**src/rtl/seq_ctrl_defines.vh**
```
// Constants for the channel sequencing control block
`ifndef SEQ_CTRL_DEFINES_VH
`define SEQ_CTRL_DEFINES_VH
`define ADDR_MANUAL 7'h04
`define ADDR_AUTO 7'h05
`define ADDR_CH_MASK 7'h0c
`define ADDR_CFG_BASE 7'h10
`define ADDR_PAGE 7'h7f
`define PAGE1_VALUE 8'h01
`define RANGE_KEEP 3'h0
`define RANGE_RSVD 3'h4
`define RANGE_PDOWN 3'h7
`define MASK_RESET 8'h00
`define CFG_RESET 3'h0
`define FRAME_BITS 5'h10
`define MODE_MANUAL 1'b0
`define MODE_AUTO 1'b1
`endif

```
**src/rtl/seq_ctrl.v**
```verilog
// Frame-based channel sequencing control with serial register writes
//
// Operation
// Writing the manual register selects manual mode, each frame choosing the next source.
// The manual channel field picks channel 0 to 3, sampled in frame n+1, result in frame n+2.
// The host writes zero to manual bit 7 and auto bits 6..4; manual bit 4 is ignored.
// The range field of either register applies only to the next frame, nonzero overriding.
// Range codes 000 keep, 001/010/011/101/110 select ranges, 100 is never written.
// Range code 111 powers the device down right after the sixteenth falling clock edge.
// Manual bit 0 samples the temperature sensor next frame and ignores the range.
// Writing the auto register selects auto-scan, one new channel per frame.
// Auto bit 7 resets the sequence so the next frame samples the lowest enabled channel.
// Auto bit 0 samples the sensor next frame, then resumes with the pending channel.
// An all-zero frame continues in the last selected manual or auto mode.
// Continued frames use the configured per-channel ranges with no override.
// Continued frames keep sampling the sensor if it was selected last.
// Page 0 is active after reset; writing 01h to the page address selects page 1.
// Auto-scan visits only enabled channels ascending, wrapping to the lowest; the code samples channel 0 when no channel is enabled.
// A frame is 16 clocks under chip select: 7-bit address, write flag, 8 data bits.
`include "seq_ctrl_defines.vh"
module seq_ctrl #(
    parameter NCH = 4
) (
    // Clock and reset
    input wire clock,
    input wire sys_rst,
    // Serial link pins
    input wire sclk,
    input wire cs_n,
    input wire din,
    // Conversion control for the current frame
    output reg [1:0] sample_ch_r,
    output reg sample_temp_r,
    output reg [2:0] sample_range_r,
    output reg power_down_r,
    output reg frame_start_r,
    output reg mode_r,
    output reg page_r,
    output reg [1:0] result_ch_r
);
    wire sclk_s;
    wire cs_n_s;
    wire din_s;
    link_sync u_sclk (.clock(clock), .sys_rst(sys_rst), .din(sclk), .dout(sclk_s));
    link_sync #(.RST_VAL(1'b1)) u_cs (.clock(clock), .sys_rst(sys_rst), .din(cs_n),
        .dout(cs_n_s));
    link_sync u_din (.clock(clock), .sys_rst(sys_rst), .din(din), .dout(din_s));

    reg sclk_d_r;
    reg cs_d_r;
    reg [15:0] shift_r;
    reg [4:0] count_r;
    reg [7:0] mask_r;
    reg [2:0] cfg_range_r [0:NCH-1];
    reg temp_sel_r;
    reg [1:0] cur_ch_r;
    reg mode_nxt;
    reg temp_sel_nxt;
    reg sample_temp_nxt;
    reg [1:0] sample_ch_nxt;
    reg [2:0] ovr_nxt;
    reg [2:0] sample_range_nxt;
    reg [1:0] cur_ch_nxt;
    integer i;
    localparam integer CFG_END_I = `ADDR_CFG_BASE + NCH;
    localparam [6:0] CFG_END = CFG_END_I[6:0];

    wire rise = sclk_s & ~sclk_d_r;
    wire fall = ~sclk_s & sclk_d_r;
    wire cs_act = ~cs_n_s;
    wire frame_end = cs_n_s & ~cs_d_r;
    wire [15:0] word = shift_r;
    wire [6:0] w_addr = word[15:9];
    wire w_wr = word[8];
    wire [7:0] w_data = word[7:0];
    wire full = (count_r == `FRAME_BITS);
    wire is_man = full && !w_wr && !page_r && (w_addr == `ADDR_MANUAL);
    wire is_auto = full && !w_wr && !page_r && (w_addr == `ADDR_AUTO);
    wire is_cfg = (w_addr >= `ADDR_CFG_BASE) && (w_addr < CFG_END);

    // Enabled-channel bit for a channel number (channel k at mask bit 7-2k)
    function ch_en;
        input [7:0] m;
        input [1:0] c;
        begin
            ch_en = m[3'h7 - {c, 1'b0}];
        end
    endfunction

    // Next enabled channel after c, wrapping; channel 0 when none enabled
    function [1:0] next_en;
        input [7:0] m;
        input [1:0] c;
        reg [1:0] k;
        reg found;
        integer j;
        begin
            next_en = 2'h0;
            found = 1'b0;
            for (j = 1; j <= 4; j = j + 1) begin
                k = c + j[1:0];
                if (!found && ch_en(m, k)) begin
                    next_en = k;
                    found = 1'b1;
                end
            end
        end
    endfunction

    // Lowest enabled channel
    function [1:0] low_en;
        input [7:0] m;
        begin
            low_en = next_en(m, 2'h3);
        end
    endfunction

    // Selection launched when the current frame ends
    always @* begin
        mode_nxt = mode_r;
        temp_sel_nxt = temp_sel_r;
        sample_temp_nxt = temp_sel_r;
        sample_ch_nxt = cur_ch_r;
        ovr_nxt = `RANGE_KEEP;
        if (is_man) begin
            mode_nxt = `MODE_MANUAL;
            temp_sel_nxt = w_data[0];
            sample_temp_nxt = w_data[0];
            if (!w_data[0]) begin
                sample_ch_nxt = w_data[6:5];
            end
        end else if (is_auto) begin
            mode_nxt = `MODE_AUTO;
            temp_sel_nxt = w_data[0];
            sample_temp_nxt = w_data[0];
            if (!w_data[0] && w_data[7]) begin
                sample_ch_nxt = low_en(mask_r);
            end else if (!w_data[0]) begin
                sample_ch_nxt = next_en(mask_r, cur_ch_r);
            end
        end else if (mode_r == `MODE_AUTO && !temp_sel_r) begin
            // Any other frame continues in the last mode
            sample_ch_nxt = next_en(mask_r, cur_ch_r);
        end
        if ((is_man || is_auto) && !w_data[0] && w_data[3:1] != `RANGE_PDOWN) begin
            ovr_nxt = w_data[3:1];
        end
        sample_range_nxt = sample_temp_nxt ? `RANGE_KEEP :
            (ovr_nxt != `RANGE_KEEP ? ovr_nxt : cfg_range_r[sample_ch_nxt]);
        cur_ch_nxt = cur_ch_r;
        if (!sample_temp_nxt) begin
            cur_ch_nxt = sample_ch_nxt;
        end else if (is_auto && w_data[7]) begin
            // Park the counter so the scan restarts at the lowest channel
            cur_ch_nxt = 2'h3;
        end
    end

    // Serial shift and frame decode
    always @(posedge clock) begin
        if (sys_rst) begin
            sclk_d_r <= 1'b0;
            cs_d_r <= 1'b1;
            shift_r <= 16'h0000;
            count_r <= 5'h00;
            mask_r <= `MASK_RESET;
            for (i = 0; i < NCH; i = i + 1) begin
                cfg_range_r[i] <= `CFG_RESET;
            end
            mode_r <= `MODE_MANUAL;
            page_r <= 1'b0;
            temp_sel_r <= 1'b0;
            cur_ch_r <= 2'h0;
            sample_ch_r <= 2'h0;
            sample_temp_r <= 1'b0;
            sample_range_r <= `RANGE_KEEP;
            power_down_r <= 1'b0;
            frame_start_r <= 1'b0;
            result_ch_r <= 2'h0;
        end else begin
            sclk_d_r <= sclk_s;
            cs_d_r <= cs_n_s;
            frame_start_r <= 1'b0;
            if (cs_act && rise && !full) begin
                shift_r <= {shift_r[14:0], din_s};
                count_r <= count_r + 5'h01;
            end
            // Power down right after the 16th falling edge
            if (cs_act && fall && full && !w_wr && !page_r &&
                (w_addr == `ADDR_MANUAL || w_addr == `ADDR_AUTO) &&
                w_data[3:1] == `RANGE_PDOWN && !w_data[0]) begin
                power_down_r <= 1'b1;
            end
            if (cs_act && !cs_d_r && cs_n_s == 1'b0 && count_r == 5'h00 && power_down_r) begin
                power_down_r <= 1'b0;
            end
            if (frame_end) begin
                count_r <= 5'h00;
                shift_r <= 16'h0000;
                // Launch the selection that the ending frame wrote
                frame_start_r <= 1'b1;
                sample_ch_r <= sample_ch_nxt;
                sample_temp_r <= sample_temp_nxt;
                sample_range_r <= sample_range_nxt;
                result_ch_r <= sample_ch_r;
                mode_r <= mode_nxt;
                temp_sel_r <= temp_sel_nxt;
                cur_ch_r <= cur_ch_nxt;
                if (full && !w_wr) begin
                    if (w_addr == `ADDR_PAGE) begin
                        page_r <= (w_data == `PAGE1_VALUE);
                    end else if (!page_r && w_addr == `ADDR_CH_MASK) begin
                        mask_r <= w_data;
                    end else if (!page_r && is_cfg) begin
                        cfg_range_r[w_addr[1:0]] <= w_data[2:0];
                    end
                end
            end
        end
    end
endmodule

```
**src/rtl/link_sync.v**
```verilog
// Two-flop synchroniser for link pins
module link_sync #(
    // Reset to the pin's idle level so that no false edge follows reset
    parameter [0:0] RST_VAL = 1'b0
) (
    // Clock and reset
    input wire clock,
    input wire sys_rst,
    // Asynchronous level and its synchronised copy
    input wire din,
    output reg dout
);
    reg meta_r;
    always @(posedge clock) begin
        if (sys_rst) begin
            meta_r <= RST_VAL;
            dout <= RST_VAL;
        end else begin
            meta_r <= din;
            dout <= meta_r;
        end
    end
endmodule

```
**config.mk**
```make
export PLATFORM = sky130hd
export DESIGN_NAME = seq_ctrl
export DESIGN_NICKNAME = d
export VERILOG_FILES = /design/src/rtl/seq_ctrl.v /design/src/rtl/link_sync.v
export VERILOG_INCLUDE_DIRS = /design/src /design/src/rtl
export SDC_FILE = /design/constraint.sdc
export NUM_CORES = 1
export LEC_CHECK = 0
export ABC_AREA = 1
export BUFFER_PORTS_ARGS = -buffer_cell sky130_fd_sc_hd__buf_4
export CAP_MARGIN = 20
export CORE_MARGIN = 4
export CORE_UTILIZATION = 50
export CTS_CLUSTER_SIZE = 10
export DETAILED_ROUTE_END_ITERATION = 16
export HOLD_SLACK_MARGIN = 0.03
export PLACE_DENSITY_LB_ADDON = 0.05
export SLEW_MARGIN = 20
export SYNTH_ARGS = -nofsm -noshare
export SYNTH_HDL_FRONTEND = slang
export SYNTH_SLANG_ARGS = --single-unit
```
**constraint.sdc**
```tcl
create_clock -name clock -period 4.3 [get_ports clock]
set_clock_uncertainty 0.05 [all_clocks]
set_input_delay 0.86 -clock clock [delete_from_list [all_inputs] [get_ports clock]]
set_output_delay 0.86 -clock clock [all_outputs]
set_load 0.01 [all_outputs]
```
== After elaboration in Yosys (flattened, before gate mapping) ==
Memories as Yosys holds them, arrays and structs flattened.
Cells that the tools add are included.
Word-level totals
  register bits after elaboration: 51
  memory bits (writable): 12
  input port bits: 5
  word-level logic and storage cells: 197
  memories kept: 1
Cells by class
  add/subtract/negate cells: 8
  magnitude comparators: 6
  equality and inequality tests: 9
  muxes and demuxes: 84
  bitwise logic cells: 8
  reduce and logical (&&, ||, !) cells: 61
Memory list
  cfg_range_r: words 4, width 3, rd ports 1, clocked after memory_dff 0, write ports 4, line seq_ctrl.v:54  | reg [2:0] cfg_range_r [0:NCH-1];
Operators by type and width (number)
  $mux W1: 58
  $mux W2: 18
  $logic_and A1 B1 Y1: 34
  $lt A3 B4 Y1 const B: 4
  $logic_not A1 Y1: 15
  $eq A7 B3 Y1 const B: 2
  $bmux W1 S3: 4
  $mux W3: 4
  $sub A3 B3 Y3 const A: 4
  $eq A8 B1 Y1 const B: 1
  $eq A7 B4 Y1 const B: 1
  $eq A7 B7 Y1 const B: 1
  $ge A7 B5 Y1 const B: 1
  $lt A7 B5 Y1 const B: 1
  $add A5 B1 Y5 const B: 1
  $eq A5 B5 Y1 const B: 1
  $logic_not A5 Y1: 1
  $not A1 Y1: 5
  $add A2 B2 Y2 const B: 2
  $reduce_and A2 Y1: 2
  $reduce_and A4 Y1: 1
  $reduce_or A2 Y1: 2
  $and A1 B1 Y1: 3
  $eq A3 B3 Y1 const B: 1
  other kinds (8): 9

== Logic depth before layout (Yosys ltp) ==
An unclocked memory read counts as a cell.
  depth in word-level cells: 33
  gate-level depth with buffers: 21

== By module ==
A second synthesis with hierarchy kept.
Unflattened totals
  cell total of the unflattened synthesis: 403
  area total of the unflattened synthesis: 2912.8 um^2
Modules (own cells, without submodules)
  seq_ctrl: times used 1, cells an instance 384, area an instance 2743.9 um^2
  link_sync at u_din ...: times used 2, cells an instance 6, area an instance 55.1 um^2
  link_sync at u_cs: times used 1, cells an instance 7, area an instance 58.8 um^2

== Worst setup path before layout ==
No wires, ideal clock.
  path kind: input port to flip-flop
  start: input port sys_rst
  end: memory cfg_range_r[0][0] (data pin)
  setup time: 270 ps
  data arrival time: 1660 ps
  data required time: 3980 ps
  setup slack: 2320 ps
  cell stages on the path: 5
  buffers on the path: 2
  cells stage by stage: clkbuf_1 > inv_1 > nand2_1 > clkbuf_1 > nor3_1
RTL lines
  start, declared: line seq_ctrl.v:26  | input wire sys_rst,
  end, declared: line seq_ctrl.v:54

==> results.py <==
metrics = {
    "synth": {
        "synth_area_um2": 2989,
        "synth-seq-area-share_pct": 43.53,
        "syn-num-nets": 412,
        "synthCells": 405,
        "synth_edf_count": 12,
        "ys.warnings.count": 0,
        "yosysUniqueCellTypes": 40,
        "synth_async_sr_flop_share_pct": 0,
        "ys.flop_type": "dfxtp_1",
        "ys_seq_elements": 59,
        "syn_area_per_cell_um2": 7.381,
    },
    "place": {
        "dp_hpwl_um": 4917,
        "globalplace.congestion": 0.8646,
        "portBuffers": 16,
        "dpl-instance-area_um2": 3149,
    },
    "grt": {
        "grt_pass1_wl_um": 11040,
        "grt_pass1_vias": 2354,
        "grt-ovfl-total": 0,
        "grt_max_degree": 30,
        "grt_usage_pct": 19.13,
        "antenna_found_initial": 0,
    },
    "floorplan": {
        "fp-row-count": 27,
        "die_height_um": 85.32,
        "start_util_pct": 52.98,
        "coreArea_um2": 5642,
        "die_w_um": 85.32,
        "dieArea_um2": 7280,
        "io-pin-count": 17,
    },
    "cts": {
        "clk_pin_slew_ns": 0.07,
        "postCtsSetupRepairBufs": 0,
        "cts-root-buf": "clkbuf_8",
        "cts_tree": "yes",
        "cts.htree.levels": 3,
        "insertion_delay_ns": 0.33,
        "cts.sinks": 59,
        "cts_resized": 0,
        "cts_made_buffers": 9,
        "clock_path_buffers": 2,
        "cts_hold_buf": 0,
    },
    "route": {
        "remaining_drc_errors": 0,
        "drt-total-wl_um": 6470,
        "antenna_left": 0,
        "drtIter0Drc": 152,
        "via_count": 2596,
        "drtPass1Iterations": 5,
        "viasPerCell": 5.223,
        "post_drt_wl_per_cell_um": 13.02,
    },
    "timing": {
        "setup_tns_ns": 0,
        "max-slew-margin-rel_pct": 48.56,
        "hold_violations": 0,
        "setup_viol": 0,
        "period_minus_slack_ns": 2.564,
        "grt_setup_unrepaired": "no",
        "max_freq_mhz": 390.0,
        "final.period_utilization_pct": 59.63,
        "worst_slew_pin_slew_ns": 0.7698,
        "slew_viol_final": 0,
    },
    "setup_path": {
        "end_kind": "flip-flop",
        "crit_type": "flip-flop to flip-flop",
        "arrival_ns": 2.50,
        "critPathMaxFanout": 4,
        "r2r_slack_ns": 1.74,
        "critical_path_required_ns": 4.23,
        "startpoint_type": "flip-flop",
    },
    "final_layout": {
        "drive_above_1_share_pct": 15.29,
        "stdcell_area_um2": 3302,
        "antenna-diode-count": 0,
        "nets": 428,
        "nFillCells": 546,
        "area_delta_synth_final_pct": 10.46,
    },
    "pwr": {
        "p_per_area_nw_per_um2": 317.4,
        "peakVddDrop_v": 0.0002125,
        "p_leak_nw": 1.380,
    },
    "run": {
        "max_cap_viol_count": 0,
    },
    "min_path": {
        "min_path_type": "flip-flop to flip-flop",
    },
    "run_status": {
        "status": "complete, no violations",
    },
}
-- sequential cells by signal, summed over array words and instances (netlist names) --
signal          cells
temp_sel_r          1
u_din.dout          1
cfg_range_r        12
count_r             5
power_down_r        1
u_cs.meta_r         1
sample_ch_r         2
result_ch_r         2
u_sclk.meta_r       1
cs_d_r              1
sclk_d_r            1
page_r              1
u_cs.dout           1
mode_r              1
u_din.meta_r        1
cur_ch_r            2
u_sclk.dout         1
frame_start_r       1
mask_r              4
shift_r            16
sample_range_r      3
-- area by class of cell --
cell class | count | area (um2) | area share, %
tap | 72 | 90.09 | 2.728
inverter | 64 | 242.7 | 7.351
clock buffer | 12 | 135.1 | 4.092
timing repair buffer | 17 | 127.6 | 3.865
sequential | 59 | 1301 | 39.41
multi-input combinational | 270 | 1388 | 42.02
clock inverter | 3 | 17.52 | 0.5305
-- synthesized netlist by cell type, types with 2 or more instances --
library cell,number,area (um2)
inv_1,55,206.5
nand2_4,6,67.56
nand2_1,79,296.5
or2_2,2,12.51
nor3_1,18,90.09
clkbuf_1,9,33.78
nor2_1,36,135.1
ha_1,2,25.02
nand2_2,10,62.56
dfxtp_1,47,940.9
a31oi_1,2,12.51
o21ai_0,32,160.2
edfxtp_1,12,360.4
a211oi_1,2,15.01
inv_2,7,26.28
nand3_2,4,40.04
nor4_1,5,31.28
nand4_1,11,68.82
nand3_1,16,80.08
a21oi_1,26,130.1
o221ai_1,3,26.28
o22ai_1,3,18.77
-- cells in the final DEF, fill, tap and decap left out, types with 10 or more instances in the layout --
cell,instances
nor2_1,36
nand4_1,11
edfxtp_1,12
nand2_1,79
o21ai_0,32
buf_4,17
a21oi_1,26
nand3_1,16
nor3_1,18
dfxtp_1,47
inv_1,55
nand2_2,10
-- per-stage QoR --
step	total power (W)	cells	util (%)	hold slack [ns]	setup WS, ns
after floorplan	0.0006352	405	-	0.3383	2.320
after global placement	0.0006493	482	55.82	0.3416	1.870
after detailed placement	0.0006502	482	55.82	0.3477	1.800
after CTS	0.001054	497	58.53	0.3553	1.787
after global routing	0.001088	497	58.53	0.3742	1.538
final	0.001048	497	58.53	0.3521	1.736
-- worst paths after layout --
kind / start / to / cells after the start
max reg2reg: count_r[0]$_SDFFE_PP0P_ / cfg_range_r[2][0]$_SDFFCE_PN0P_ / 10
min reg2reg: u_din.meta_r$_SDFF_PP0_ / u_din.dout$_SDFF_PP0_ / 2
min: u_din.meta_r$_SDFF_PP0_ / u_din.dout$_SDFF_PP0_ / 2
max: count_r[0]$_SDFFE_PP0P_ / cfg_range_r[2][0]$_SDFFCE_PN0P_ / 10
-- power by group --
part	total [W]	leakage [nW]	internal, W	switching, W
clock	0.000410	0.0762	0.000204	0.000206
sequential	0.000581	0.504	0.000574	0.00000665
combinational	0.0000575	0.799	0.0000196	0.0000379
-- worst max-delay path, stage by stage, from the launching register on --
cell	delay [ns]
dfxtp_1	0.34
inv_1	0.08
ha_1	0.19
nand4_1	0.26
nor2_1	0.17
inv_1	0.07
nor2_1	0.13
inv_1	0.06
nor3_1	0.30
inv_1	0.14
o21ai_0	0.43
-- layer usage --
metal  track usage [%]  vias up  share of wire, %
li1                  -     1361                 -
met1             26.09     1165                50
met2             28.60       59                44
met3             5.728       11               4.7
met4             6.906        0               1.5
met5                 0        -                 0
-- cell families after synthesis --
kind of cell	synth area share (%)
simple gates	31.60
buf+inv	10.05
compound gates	13.69
flops	43.53
fa+ha+maj	0.8370
xor+xnor	0.2931
Note: power is estimated with default switching activity, not from simulation.
